--- src/shared/sacc_defines.vh ---
// Constants for the successive-approximation converter control block
//
// Operation
// RL1 - Conversion finishes when result lands in result bytes; then complete flag sets
// RL2 - Interrupt pulses when complete flag sets, only if interrupt enable high
// RL3 - 10-bit: high byte read, low not yet: block transfer, drop result
// RL4 - Single conversion, compare on, condition false: ignore blocking, stop converting
// RL5 - Other blocked transfers restart a conversion, single or continuous
// RL6 - Software avoids reading results during a single conversion
// RL7 - Control-one write aborts and restarts unless channel field all ones
// RL8 - Control-two, config or compare value writes abort conversion as invalid
// RL9 - Abort on reset, and on stop entry without async clock enabled
// RL10 - Non-reset abort leaves result bytes holding last good result
// RL11 - Reset returns both result bytes to reset values
// RL12 - Idle until started; async clock generator on only while active and selected
// RL13 - Low-power bit lowers active power, lowering maximum conversion clock
// RL14 - Sample short or long per select bit, then isolate and approximate
// RL15 - Resolve 10 bits by successive approximation; up to 28 channels
// RL16 - Results right-justified, 10-bit or 8-bit per mode
// RL17 - Single or continuous conversion; single returns to idle
// RL18 - Optional compare, flag on less-than or greater-or-equal
// RL19 - Conversion clock selectable from four sources, one asynchronous
// RL20 - Wakeup timer trigger works in run, wait and deepest stop
// RL21 - Deepest stop operation only with lvd stop enable set
// RL22 - Channel 26 temperature sensor, 27 bandgap; long sample, clock at most 1 MHz
// RL23 - Arm blocking on high byte read in 10-bit mode, release on low read
`ifndef SACC_DEFINES_VH
`define SACC_DEFINES_VH
`define SACC_CH_W          5
`define SACC_CH_OFF        5'h1f
`define SACC_CH_TEMP       5'h1a
`define SACC_CH_BGAP       5'h1b
`define SACC_CH_LAST       5'h1b
`define SACC_RES_W         10
`define SACC_RES_RST       10'h000
`define SACC_BITS_10       4'h9
`define SACC_BITS_8        4'h7
`define SACC_SHORT_SMP     5'h03
`define SACC_LONG_SMP      5'h13
`define SACC_CLKSEL_ASYNC  2'h3
`define SACC_LP_DIV        2'h1
`define SACC_HP_DIV        2'h0
`endif

--- src/verilog/sacc_top.v ---
// Conversion control for a 10-bit successive-approximation converter
`include "sacc_defines.vh"
module sacc_top (
	input  wire                  REF_CLK_I,
	input  wire                  NRST_I,
	input  wire                  SC1_WR_I,
	input  wire [4:0]            SC1_CH_I,
	input  wire                  SC1_IRQ_EN_I,
	input  wire                  SC2_WR_I,
	input  wire                  SC2_CONT_I,
	input  wire                  SC2_CMP_EN_I,
	input  wire                  SC2_CMP_GE_I,
	input  wire                  SC2_HW_TRIG_I,
	input  wire                  CFG_WR_I,
	input  wire                  CFG_LOW_POWER_I,
	input  wire                  CFG_LONG_SAMPLE_I,
	input  wire                  CFG_MODE10_I,
	input  wire [1:0]            CFG_CLK_SEL_I,
	input  wire                  CVH_WR_I,
	input  wire                  CVL_WR_I,
	input  wire [9:0]            CMP_VALUE_I,
	input  wire                  RD_HIGH_I,
	input  wire                  RD_LOW_I,
	input  wire                  TRIG_I,
	input  wire                  STOP_ENTRY_I,
	input  wire                  DEEP_STOP_I,
	input  wire                  LVD_STOP_EN_I,
	input  wire                  CMP_I,
	output wire                  SAMPLE_O,
	output wire                  DAC_LOAD_O,
	output reg  [9:0]            DAC_CODE_O,
	output reg  [4:0]            CH_SEL_O,
	output reg  [7:0]            RESULT_HIGH_O,
	output reg  [7:0]            RESULT_LOW_O,
	output reg                   COMPLETE_O,
	output reg                   IRQ_O,
	output wire                  ACTIVE_O,
	output wire                  ASYNC_CLK_EN_O,
	output wire                  LOW_POWER_O
);
	localparam ST_IDLE = 2'h0;
	localparam ST_SMP  = 2'h1;
	localparam ST_SAR  = 2'h2;
	localparam ST_DONE = 2'h3;

	reg  [1:0] state_ff;
	reg  [1:0] nxt_state;
	reg  [4:0] smp_ff;
	reg  [4:0] nxt_smp;
	reg  [3:0] bit_ff;
	reg  [3:0] nxt_bit;
	reg  [9:0] sar_ff;
	reg  [9:0] nxt_sar;
	reg        block_ff;
	reg        nxt_block;
	reg  [9:0] nxt_result;
	reg        nxt_complete;
	reg        nxt_irq;
	reg  [4:0] nxt_ch;
	reg        xfer;
	reg        cmp_true;
	reg  [9:0] res_fmt;
	reg  [1:0] settle_ff;
	reg  [1:0] nxt_settle;
	wire       step;
	wire       trig_s;
	wire       cmp_s;
	wire       tick;
	wire       abort;
	wire       start;
	wire       stop_ok;
	wire [3:0] top_bit;

	// Analog comparator and trigger arrive from outside the clock domain
	sacc_sync u_sync_trig (
		.clk_i  (REF_CLK_I),
		.nrst_i (NRST_I),
		.d_i    (TRIG_I),
		.q_o    (trig_s)
	);
	sacc_sync u_sync_cmp (
		.clk_i  (REF_CLK_I),
		.nrst_i (NRST_I),
		.d_i    (CMP_I),
		.q_o    (cmp_s)
	);

	// Low power halves the tick rate, trading speed for current
	sacc_clk_div u_div (
		.clk_i  (REF_CLK_I),
		.nrst_i (NRST_I),
		.run_i  (state_ff != ST_IDLE),
		.div_i  (CFG_LOW_POWER_I ? `SACC_LP_DIV : `SACC_HP_DIV), // RL13
		.tick_o (tick)
	);

	// Deep stop keeps converting only with lvd stop enable set
	assign stop_ok = DEEP_STOP_I ? LVD_STOP_EN_I : 1'b1; // RL21
	assign abort   = SC1_WR_I || SC2_WR_I || CFG_WR_I || CVH_WR_I ||
			 CVL_WR_I ||
			 (STOP_ENTRY_I &&
			  CFG_CLK_SEL_I != `SACC_CLKSEL_ASYNC) || // RL9
			 (DEEP_STOP_I && !LVD_STOP_EN_I); // RL8
	// Hardware trigger is honoured in run and wait, and in deep stop only with lvd stop enable set
	assign start   = (SC1_WR_I && SC1_CH_I != `SACC_CH_OFF) || // RL7
			 (SC2_HW_TRIG_I && trig_s && stop_ok &&
			  CH_SEL_O != `SACC_CH_OFF); // RL20
	assign top_bit = CFG_MODE10_I ? `SACC_BITS_10 : `SACC_BITS_8; // RL16
	assign ACTIVE_O       = (state_ff != ST_IDLE);
	assign ASYNC_CLK_EN_O = ACTIVE_O &&
				(CFG_CLK_SEL_I == `SACC_CLKSEL_ASYNC); // RL12 RL19
	assign LOW_POWER_O    = CFG_LOW_POWER_I; // RL13
	assign SAMPLE_O       = (state_ff == ST_SMP); // RL14
	// Synced comparator lags the trial code by two edges: wait for it
	assign step           = tick && (settle_ff == 2'h2);
	assign DAC_LOAD_O     = (state_ff == ST_SAR) && step;

	always @* begin
		res_fmt = CFG_MODE10_I ? sar_ff : {2'h0, sar_ff[7:0]}; // RL16
		if (SC2_CMP_GE_I)
			cmp_true = (res_fmt >= CMP_VALUE_I); // RL18
		else
			cmp_true = (res_fmt < CMP_VALUE_I); // RL18
		if (!SC2_CMP_EN_I)
			cmp_true = 1'b1;
	end

	always @* begin
		nxt_state    = state_ff;
		nxt_smp      = smp_ff;
		nxt_bit      = bit_ff;
		nxt_sar      = sar_ff;
		nxt_block    = block_ff;
		nxt_result   = {RESULT_HIGH_O[1:0], RESULT_LOW_O};
		nxt_complete = COMPLETE_O;
		nxt_irq      = 1'b0;
		nxt_ch       = CH_SEL_O;
		nxt_settle   = (settle_ff == 2'h2) ? 2'h2 : settle_ff + 2'h1;
		xfer         = 1'b0;
		// Reading the low byte releases blocking; a high byte read in 10-bit mode arms it
		if (RD_LOW_I)
			nxt_block = 1'b0; // RL23
		if (RD_HIGH_I && CFG_MODE10_I)
			nxt_block = 1'b1; // RL23
		if (RD_LOW_I || SC1_WR_I)
			nxt_complete = 1'b0;
		if (SC1_WR_I)
			nxt_ch = SC1_CH_I; // RL15 RL22
		case (state_ff)
		ST_IDLE: begin
			nxt_state = ST_IDLE;
		end
		ST_SMP: begin
			if (tick) begin
				nxt_smp = smp_ff - 5'h01;
				if (smp_ff == 5'h00) begin
					nxt_state = ST_SAR; // RL14
					nxt_bit   = top_bit;
					nxt_sar   = 10'h000;
					nxt_settle = 2'h0;
				end
			end
		end
		ST_SAR: begin
			if (step) begin
				// Trial bit set first; comparator result keeps or drops it
				nxt_settle = 2'h0;
				nxt_sar = DAC_CODE_O;
				if (!cmp_s)
					nxt_sar[bit_ff] = 1'b0; // RL15
				if (bit_ff == 4'h0)
					nxt_state = ST_DONE;
				else
					nxt_bit = bit_ff - 4'h1;
			end
		end
		ST_DONE: begin
			nxt_state = ST_IDLE; // RL17
			if (!cmp_true && !SC2_CONT_I) begin
				nxt_state = ST_IDLE; // RL4
			end else if (block_ff && CFG_MODE10_I) begin
				nxt_state = ST_SMP; // RL3 RL5
			end else if (cmp_true) begin
				xfer         = 1'b1;
				nxt_result   = res_fmt; // RL1
				nxt_complete = 1'b1; // RL1
				nxt_irq      = SC1_IRQ_EN_I; // RL2
				if (SC2_CONT_I)
					nxt_state = ST_SMP; // RL17
			end else begin
				nxt_state = ST_SMP;
			end
		end
		default: begin
			nxt_state = ST_IDLE;
		end
		endcase
		if (nxt_state == ST_SMP && state_ff != ST_SMP)
			nxt_smp = CFG_LONG_SAMPLE_I ? `SACC_LONG_SMP
						    : `SACC_SHORT_SMP; // RL14
		// Abort keeps the old result; a start then begins fresh
		if (abort && !xfer) begin
			nxt_state = ST_IDLE; // RL10
		end
		if (start) begin
			nxt_state = ST_SMP; // RL7
			nxt_smp   = CFG_LONG_SAMPLE_I ? `SACC_LONG_SMP
						      : `SACC_SHORT_SMP;
		end
	end

	always @(posedge REF_CLK_I or negedge NRST_I) begin
		if (!NRST_I) begin
			state_ff      <= ST_IDLE; // RL9
			smp_ff        <= 5'h00;
			bit_ff        <= 4'h0;
			sar_ff        <= 10'h000;
			settle_ff     <= 2'h0;
			block_ff      <= 1'b0;
			RESULT_HIGH_O <= 8'h00; // RL11
			RESULT_LOW_O  <= 8'h00; // RL11
			COMPLETE_O    <= 1'b0;
			IRQ_O         <= 1'b0;
			CH_SEL_O      <= `SACC_CH_OFF;
			DAC_CODE_O    <= 10'h000;
		end else begin
			state_ff      <= nxt_state;
			smp_ff        <= nxt_smp;
			bit_ff        <= nxt_bit;
			sar_ff        <= nxt_sar;
			settle_ff     <= nxt_settle;
			block_ff      <= nxt_block;
			RESULT_HIGH_O <= {6'h00, nxt_result[9:8]};
			RESULT_LOW_O  <= nxt_result[7:0];
			COMPLETE_O    <= nxt_complete;
			IRQ_O         <= nxt_irq;
			CH_SEL_O      <= nxt_ch;
			DAC_CODE_O    <= 10'h000;
			if (nxt_state == ST_SAR) begin
				DAC_CODE_O          <= nxt_sar;
				DAC_CODE_O[nxt_bit] <= 1'b1;
			end
		end
	end
endmodule // sacc_top

--- src/verilog/sacc_clk_div.v ---
// Conversion clock enable generator dividing the reference clock by div_i plus one
`include "sacc_defines.vh"
module sacc_clk_div (
	input  wire       clk_i,
	input  wire       nrst_i,
	input  wire       run_i,
	input  wire [1:0] div_i,
	output reg        tick_o
);
	reg [1:0] cnt_ff;
	reg [1:0] nxt_cnt;
	always @* begin
		nxt_cnt = cnt_ff + 2'h1;
		if (!run_i || cnt_ff >= div_i)
			nxt_cnt = 2'h0;
	end
	always @(posedge clk_i or negedge nrst_i) begin
		if (!nrst_i) begin
			cnt_ff <= 2'h0;
			tick_o <= 1'b0;
		end else begin
			cnt_ff <= nxt_cnt;
			tick_o <= run_i && (cnt_ff >= div_i);
		end
	end
endmodule // sacc_clk_div

--- src/verilog/sacc_sync.v ---
// Two flip-flop synchroniser for one level
module sacc_sync (
	input  wire clk_i,
	input  wire nrst_i,
	input  wire d_i,
	output reg  q_o
);
	reg meta_ff;
	always @(posedge clk_i or negedge nrst_i) begin
		if (!nrst_i) begin
			meta_ff <= 1'b0;
			q_o     <= 1'b0;
		end else begin
			meta_ff <= d_i;
			q_o     <= meta_ff;
		end
	end
endmodule // sacc_sync

--- config.mk ---
export PLATFORM = sky130hd
export DESIGN_NAME = sacc_top
export DESIGN_NICKNAME = d
export VERILOG_FILES = /design/src/verilog/sacc_top.v /design/src/verilog/sacc_clk_div.v /design/src/verilog/sacc_sync.v
export VERILOG_INCLUDE_DIRS = /design/src /design/src/shared
export SDC_FILE = /design/constraint.sdc
export NUM_CORES = 1
export LEC_CHECK = 0
export BUFFER_PORTS_ARGS = -buffer_cell sky130_fd_sc_hd__buf_2
export CAP_MARGIN = 20
export CORE_AREA = 10 10 108 110
export DETAILED_ROUTE_END_ITERATION = 6
export DIE_AREA = 0 0 118 120
export PLACE_DENSITY = 0.63
export SLEW_MARGIN = 10
export SYNTH_ARGS = -nofsm -noshare
export SYNTH_HDL_FRONTEND = slang
export SYNTH_SLANG_ARGS = --single-unit
--- constraint.sdc ---
create_clock -name REF_CLK_I -period 3.3 [get_ports REF_CLK_I]
set_input_delay 0.33 -clock REF_CLK_I [delete_from_list [all_inputs] [get_ports REF_CLK_I]]
set_output_delay 0.33 -clock REF_CLK_I [all_outputs]
set_load 0.005 [all_outputs]
# == Yosys cells after proc, flatten, opt, wreduce, memory -nomap -nowiden ==
# Cells that the tools add are included.
# totals
reg_bits,58
# classes
addsub,4
magnitude_cmp,7
eq_ne,11
muxes,58
bitwise_logic,5
reduce_logical,40
# op_table
operator,n
10-bit two-way mux,6
2-bit two-way mux,14
5-bit two-way mux,5
1-bit two-way mux,22
4-bit two-way mux,5
10-bit one-hot mux with 2 select lines,1
1-bit logical AND,17
10-bit AND,1
"2-bit equality test, second input constant",5
10-bit greater-or-equal comparator,1
10-bit < comparator,1
"4-bit by 5-bit < comparator with 1-bit output, second input constant",2
"5-bit != test, second input constant",2
10-bit NOT,1
10-bit OR,1
1-bit logical OR,9
1-bit demux with 4-bit select,2
"4-bit by 1-bit greater-or-equal comparator with 1-bit output, second input constant",2
2-bit one-hot mux with 4 select lines,1
4-bit one-hot mux with 2 select lines,1
3-bit nonzero test,2
1-bit zero test,5
5-bit zero test,1
"5-bit by 1-bit subtractor with 5-bit output, second input constant",1
other kinds (13),17

# == Depth between registers and ports, before layout ==
# Gate-level depths: netlist (run 1).
# depth
depth_word,14
depth_mapped,10
depth_no_buf,9

# == Hierarchy ==
# A second synthesis (run 1) with hierarchy kept.
# hier_totals
cells_unflattened,315
hier_area_um2,3301.9
# by_module_without_submodules
mod,n_inst,cells_each,area_per_inst_um2,seq_area_each_um2
sacc_top,1,298,3051.7,1282.5
sacc_clk_div,1,13,150.1,75.1
sacc_sync,2,2,50.0,50.0

# == Worst setup path before layout (run 1) ==
# No wires, ideal clock.
# synth_timing
path_type,reg2reg
startpoint,register sar_ff[8]
endpoint,register smp_ff[4]
setup_ns,0.128
arrival_time_ns,2.307
slack_ns,0.865
stages_incl_launch_ff,9
synth_period_minus_slack_ns,2.435
path_cell_list,dfrtp_1 > and2_1 > ha_1 > nand4_1 > o311ai_1 > a2111oi_0 > a21oi_1 > a221oi_2 > mux2_1
# synth_between
elab_chain_len,12
elab_cells_between_ends,18
# synth_rtl
item,line,source
start: declaration,sacc_top.v:52,reg [9:0] sar_ff;
start signal: assignment,sacc_top.v:230,sar_ff <= nxt_sar;
10-bit two-way mux *,sacc_top.v:119,"res_fmt = CFG_MODE10_I ? sar_ff : {2'h0, sar_ff[7:0]};"
via res_fmt[8],sacc_top.v:62,reg [9:0] res_fmt;
10-bit < comparator / 10-bit greater-or-equal comparator (equally long branches),"sacc_top.v:123, sacc_top.v:121",
1-bit two-way mux *,sacc_top.v:120,if (SC2_CMP_GE_I)
1-bit two-way mux *,sacc_top.v:124,if (!SC2_CMP_EN_I)
2-bit two-way mux / 1-bit zero test (equally long branches),"sacc_top.v:183, sacc_top.v:179",
2-bit two-way mux / 1-bit logical AND (equally long branches),"sacc_top.v:181, sacc_top.v:179",
2-bit two-way mux *,sacc_top.v:179,if (!cmp_true && !SC2_CONT_I) begin
2-bit one-hot mux with 4 select lines *,sacc_top.v:149,case (state_ff)
2-bit by 1-bit equality test with 1-bit output *,sacc_top.v:198,if (nxt_state == ST_SMP && state_ff != ST_SMP)
1-bit logical AND *,sacc_top.v:198,
3-bit nonzero test (no line) / 5-bit two-way mux (equally long branches),-,
2-bit AND reduction (no line) / 5-bit two-way mux (equally long branches),-,
end signal: assignment,sacc_top.v:228,smp_ff <= nxt_smp;
end: declaration,sacc_top.v:48,reg [4:0] smp_ff;
# The timed path passes the listed nets; every way through them passes the cells marked *.
# A chain may end at the register's enable or synchronous reset.

# == Worst setup path after layout (run 1) ==
# Ends and elaborated chain as after synthesis.

==> results.py, run 1 <==
metrics = {
    "outcome": {
        "outcome": "finished clean",
    },
    "drt": {
        "antenna_violating_nets_post_route": 0,
        "drc": 0,
        "vias_per_cell": 4.88,
        "drt-total-wl_um": 8150,
        "via_count": 2557,
        "routed_length_per_placed_instance_um": 15.6,
        "dr.first_iter.drc_count": 92,
        "drt_first_pass_iters": 4,
    },
    "clock_tree": {
        "clk_transition_reported_paths_ps": 60,
        "cts.htree.levels": 3,
        "clkSinkCount": 58,
        "postCtsSetupRepairBufs": 0,
        "numCtsBuffers": 9,
        "clock_tree_from_tritoncts": "done",
        "cts_repair_resize_count": 0,
        "cts_root_buffer": "clkbuf_8",
        "insertion_delay_ps": 340,
        "post_cts_hold_buffer_count": 0,
        "clk_path_buf_depth": 2,
    },
    "grt": {
        "globalRouteTotalUtil": 0.115,
        "first_global_vias": 2646,
        "wire_length_of_the_first_global_routing_pass_um": 13200,
        "grt_start_max_net_pins": 41,
        "number_of_antenna_violations_at_the_first_check_in_global_routing": 1,
        "overflow": 0,
    },
    "timing": {
        "clock.fmax_ghz": 0.351,
        "post-route-period-util": 0.864,
        "slew_at_the_pin_with_the_worst_max_slew_slack_ps": 897,
        "report.final.slew_viol_count": 0,
        "clock-skew-final_ps": 12.7,
        "slew_headroom": 0.402,
        "setup_violations": 0,
        "setup_tns_ps": 0,
        "hold_violation_total_from_the_final_report": 0,
        "rsz0062_at_grt": "no",
        "final.hold.worst_slack_ps": 101,
        "final.min_clock_period_ps": 2850,
    },
    "pwr": {
        "irDropWorstVdd_v": 0.000136,
        "static_leakage_nw": 1.93,
        "cell_area_power_density_nw_per_um2": 415,
        "power.total_w": 0.00161,
    },
    "cells_and_area": {
        "area_growth_syn_to_layout_pct": 19.6,
        "share_of_cells_above_drive_strength_1": 0.326,
        "nNetsFinal": 449,
        "most_common_library_cell_in_the_layout_ignoring_fill_and_taps": "buf_2",
        "num-fill-cells": 957,
        "commonest_cells_after_routing_fill_and_taps_aside": "70 x buf_2, 53 x dfrtp_1, 33 x nand2_1, 28 x inv_1, 25 x ha_1",
    },
    "synth": {
        "async_flop_share": 1.00,
        "post_synthesis_cell_area_um2": 3240,
        "synth-main-ff-cell": "dfrtp_1",
        "synth-seq-cells": 58,
        "synth-edff-count": 0,
        "synth-warning-count": 0,
        "average_instance_area_after_synthesis_um2": 10.5,
        "synthDistinctLibCells": 54,
        "netlist_instances": 310,
        "ys_seq_area_frac": 0.449,
    },
    "place": {
        "port_buffers": 70,
        "dp_hpwl_um": 6430,
        "gp_routability_congestion": 0.831,
    },
    "hold_path": {
        "hp-class": "primary input to register",
    },
    "floorplanning": {
        "design.core.area_um2": 9550,
        "rows": 36,
        "ios": 77,
        "dieHeight_um": 120,
        "dieWidth_um": 118,
        "die_area_um2": 14200,
        "initial_utilization": 0.340,
    },
    "critical_path": {
        "cp.arrival_ps": 3060,
        "critPathRequiredTime_ps": 3510,
        "worstSetupEndpointType": "register",
        "crit_path_start_kind": "register",
        "max_fanout_on_critical_path": 5,
        "timing_worst_setup_path_type": "register to register",
    },
    "job": {
        "reported_max_cap_violation_count": 0,
    },
}
[state kept, by name, indices dropped and copies added, names as in the netlist]
name / flops
smp_ff: 5
state_ff: 2
u_sync_trig.q_o: 1
u_div.tick_o: 1
sar_ff: 10
u_sync_cmp.q_o: 1
IRQ_O: 1
block_ff: 1
u_sync_trig.meta_ff: 1
DAC_CODE_O: 10
u_sync_cmp.meta_ff: 1
RESULT_LOW_O: 8
settle_ff: 2
RESULT_HIGH_O: 2
COMPLETE_O: 1
u_div.cnt_ff: 2
CH_SEL_O: 5
bit_ff: 4
[through the flow]
stage	instance area, um^2	std cells	utilization	setup slack (ps)
2_1_floorplan	3260	315	-	865
3_3_place_gp	3710	507	0.388	478
3_5_place_dp	3710	507	0.388	407
4_1_cts	3880	523	0.406	503
5_1_grt	3880	523	0.406	292
6_report	3880	524	0.406	450
[synthesized netlist by cell type (all sizes together) (2+ instances only)]
cell type,n,area (um^2)
a211o,2,17.5
buf,13,95.1
nand4,2,12.5
and3,3,18.8
a2111oi,2,23.8
o21a,2,15.0
dfrtp,53,1330
nand3,4,20.0
a31oi,9,56.3
or3,2,12.5
a41oi,4,35.0
and4,2,17.5
or4,2,15.0
ha,25,313
nor3,13,110
a221oi,2,30.0
o21ai,12,63.8
and2,7,43.8
a211oi,3,27.5
o211ai,2,15.0
dfstp,5,131
nor2,9,33.8
a32o,11,110
xnor2,2,17.5
nand2b,3,18.8
o31ai,2,15.0
a21oi,7,35.0
xor2,2,17.5
nor4,4,25.0
clkbuf,3,11.3
nand2,33,124
inv,30,113
mux2,16,180
nor2b,8,50.1
[layer usage]
| layer | GRT usage | up-vias | wire (um) |
|---|---|---|---|
| met5 | 0 | - | 0 |
| met4 | 0.0440 | 0 | 77 |
| met3 | 0.0427 | 10 | 480 |
| met2 | 0.181 | 57 | 3790 |
| met1 | 0.141 | 1241 | 3810 |
| li1 | - | 1249 | - |
[layout make-up]
| class | instances | area (um^2) | share of cell area |
|---|---|---|---|
| multi-input combinational | 211 | 1590 | 0.409 |
| sequential | 58 | 1460 | 0.376 |
| timing repair buffer | 75 | 388 | 0.100 |
| tap | 133 | 166 | 0.0429 |
| clock buffer | 13 | 149 | 0.0384 |
| inverter | 30 | 113 | 0.0290 |
| clock inverter | 3 | 17.5 | 0.00452 |
| antenna | 1 | 2.50 | 0.000645 |
[worst max-delay path: stages (launching register included)]
cell	delay [ps]
dfrtp_1	390
and2_1	180
ha_1	300
nand4_1	120
o311ai_1	100
a2111oi_0	600
a21oi_1	220
a221oi_2	460
mux2_1	360
[path summary, 6_finish.rpt]
check,slack (ps),from,cells after the start,to
setup reg to reg,450,sar_ff[8],8,smp_ff[4]
max in group asynchronous,2310,NRST_I,2,CH_SEL_O[4]
min in group asynchronous,120,NRST_I,1,settle_ff[0]
setup / recovery,450,sar_ff[8],8,smp_ff[4]
hold reg to reg,350,u_sync_cmp.meta_ff,0,u_sync_cmp.q_o
hold / removal,100,TRIG_I,1,u_sync_trig.meta_ff
[cell families (layout without fill, tap and decap cells)]
family	count (synthesis)	in the layout	synth area share
AO/OA/AOI/OAI	65	65	0.156
adder cells (fa/ha/maj)	25	25	0.0965
other	1	7	0.00116
XOR/XNOR	4	4	0.0108
buffers and inverters	46	121	0.0675
multiplexers	16	16	0.0556
flip-flops	58	58	0.449
AND/OR/NAND/NOR	95	95	0.163
[where the power goes]
part           internal (W)  switching (W)
Combinational      0.000104       0.000159
Sequential         0.000749      0.0000285
Clock              0.000291       0.000279
No activity file was read; power rests on OpenSTA's default activity.
==> run 2, diff against run 1 <==
- CORE_AREA: 10 10 108 110 -> 10 10 113 105
- DIE_AREA: 0 0 118 120 -> 0 0 123 115
==> results.py, run 2 (synthesis gave the netlist of run 1 again) <==
metrics = {
    "clock_tree": {
        "cts.htree.levels": 3,
        "clkSinkCount": 58,
        "insertion_delay_ps": 340,
        "clk_path_buf_depth": 2,
        "clk_transition_reported_paths_ps": 70,
        "clock_tree_from_tritoncts": "done",
        "cts_root_buffer": "clkbuf_8",
        "cts_repair_resize_count": 0,
        "numCtsBuffers": 9,
    },
    "pwr": {
        "cell_area_power_density_nw_per_um2": 434,
        "net-switching-power_w": 0.000496,
        "power.share.combinational": 0.155,
        "power.switching_fraction": 0.293,
        "clkPwrFrac": 0.387,
        "internal_power_w": 0.00120,
        "power.total_w": 0.00170,
        "irDropWorstVdd_v": 0.000211,
        "p_seq_frac": 0.458,
        "static_leakage_nw": 1.95,
    },
    "floorplanning": {
        "design.core.area_um2": 9490,
        "dieWidth_um": 123,
        "die_area_um2": 14100,
        "rows": 34,
        "ios": 77,
        "initial_utilization": 0.342,
        "dieHeight_um": 115,
    },
    "drt": {
        "routed_length_per_placed_instance_um": 16.0,
        "via_count": 2602,
        "drt_first_pass_iters": 4,
        "dr.first_iter.drc_count": 131,
        "drc": 0,
        "vias_per_cell": 5.03,
        "antenna_violating_nets_post_route": 0,
        "drt-total-wl_um": 8300,
    },
    "hold_path": {
        "holdPathStages": 1,
        "hp-class": "primary input to register",
    },
    "timing": {
        "final.hold.worst_slack_ps": 96.8,
        "clock-skew-final_ps": 11.4,
        "slew_headroom": 0.494,
        "hold_violation_total_from_the_final_report": 0,
        "post-route-period-util": 0.860,
        "clock.fmax_ghz": 0.353,
        "rsz0062_at_grt": "no",
        "setup_violations": 0,
        "report.final.slew_viol_count": 0,
        "slew_at_the_pin_with_the_worst_max_slew_slack_ps": 758,
        "final.min_clock_period_ps": 2840,
        "setup_tns_ps": 0,
    },
    "job": {
        "reported_max_cap_violation_count": 0,
    },
    "critical_path": {
        "rr_worst_depth": 8,
        "max_fanout_on_critical_path": 5,
        "crit_path_start_kind": "register",
        "worstSetupEndpointType": "register",
        "critPathRequiredTime_ps": 3520,
        "cp.arrival_ps": 3060,
        "timing_worst_setup_path_type": "register to register",
    },
    "cells_and_area": {
        "top_regs": "DAC_CODE_O (10), sar_ff (10), RESULT_LOW_O (8)",
        "share_of_cells_above_drive_strength_1": 0.332,
        "area_growth_syn_to_layout_pct": 20.4,
        "insertedDiodeCount": 0,
        "most_common_library_cell_in_the_layout_ignoring_fill_and_taps": "buf_2",
        "final_core_util": 0.412,
        "nNetsFinal": 450,
        "commonest_cells_after_routing_fill_and_taps_aside": "70 x buf_2, 53 x dfrtp_1, 33 x nand2_1, 28 x inv_1, 25 x ha_1",
    },
    "grt": {
        "grt_start_max_net_pins": 26,
        "first_global_vias": 2669,
        "wire_length_of_the_first_global_routing_pass_um": 13500,
        "globalRouteTotalUtil": 0.120,
        "grt.met2_usage": 0.185,
        "groute.layer.met1.usage": 0.148,
        "number_of_antenna_violations_at_the_first_check_in_global_routing": 1,
        "overflow": 0,
        "grt.busiest_layer": "met2",
        "global_route.usage.met3": 0.0456,
    },
    "place": {
        "gp_routability_congestion": 0.802,
        "dp_hpwl_um": 6530,
        "port_buffers": 70,
    },
    "outcome": {
        "outcome": "finished clean",
    },
}
run 2: final timing paths:
path / start / end / slack (ps)
max: sar_ff[9] / smp_ff[4] / 460
max reg2reg: sar_ff[9] / smp_ff[4] / 460
max in group asynchronous: NRST_I / CH_SEL_O[0] / 2040
min in group asynchronous: NRST_I / sar_ff[2] / 500
min reg2reg: u_sync_cmp.meta_ff / u_sync_cmp.q_o / 350
min: CMP_I / u_sync_cmp.meta_ff / 100
run 2: power by group through the flow:
| stage | clock network, W | logic, W | registers (W) |
|---|---|---|---|
| global route | 0.000707 | 0.000301 | 0.000781 |
| floorplan | 0 | 0.000175 | 0.000781 |
| CTS | 0.000677 | 0.000265 | 0.000776 |
| detailed placement | 0 | 0.000263 | 0.000789 |
| global placement | 0 | 0.000256 | 0.000788 |
| finish | 0.000657 | 0.000263 | 0.000776 |
run 2: area by class of cell:
cell class | count | area [um^2]
Clock inverter | 7 | 68.8
Timing Repair Buffer | 76 | 398
Multi-Input combinational cell | 211 | 1590
Fill cell | 943 | 5580
Sequential cell | 58 | 1460
Inverter | 30 | 113
Clock buffer | 9 | 124
Tap cell | 126 | 158
run 2: metal layers:
layer / vias up / wire, um
met1: 1246 / 3710
met2: 94 / 3690
met3: 13 / 771
met4: 0 / 124
li1: 1249 / -
met5: - / 0
run 2: critical path: stages, from the launching register on:
cell and delay [ps]:
dfrtp_1 390, and2_1 180, ha_1 310, nand4_1 110, o311ai_1 110, a2111oi_0 590, a21oi_1 200, a221oi_2 470
mux2_1 360
run 2: repair_timing:
| item | 4_1_cts | 5_1_grt |
|---|---|---|
| setup buffers | 0 | 0 |
| endpoints found under the setup margin | 0 | 0 |
| hold endpoints to repair | 23 | 0 |
| hold buffers | 1 | 0 |
run 2: stage by stage:
stage	worst slack, ps	cells	cell area (um^2)
6_report	463	517	3900
2_1_floorplan	865	315	3260
4_1_cts	464	517	3900
3_5_place_dp	394	500	3700
3_3_place_gp	533	500	3700
5_1_grt	290	517	3900
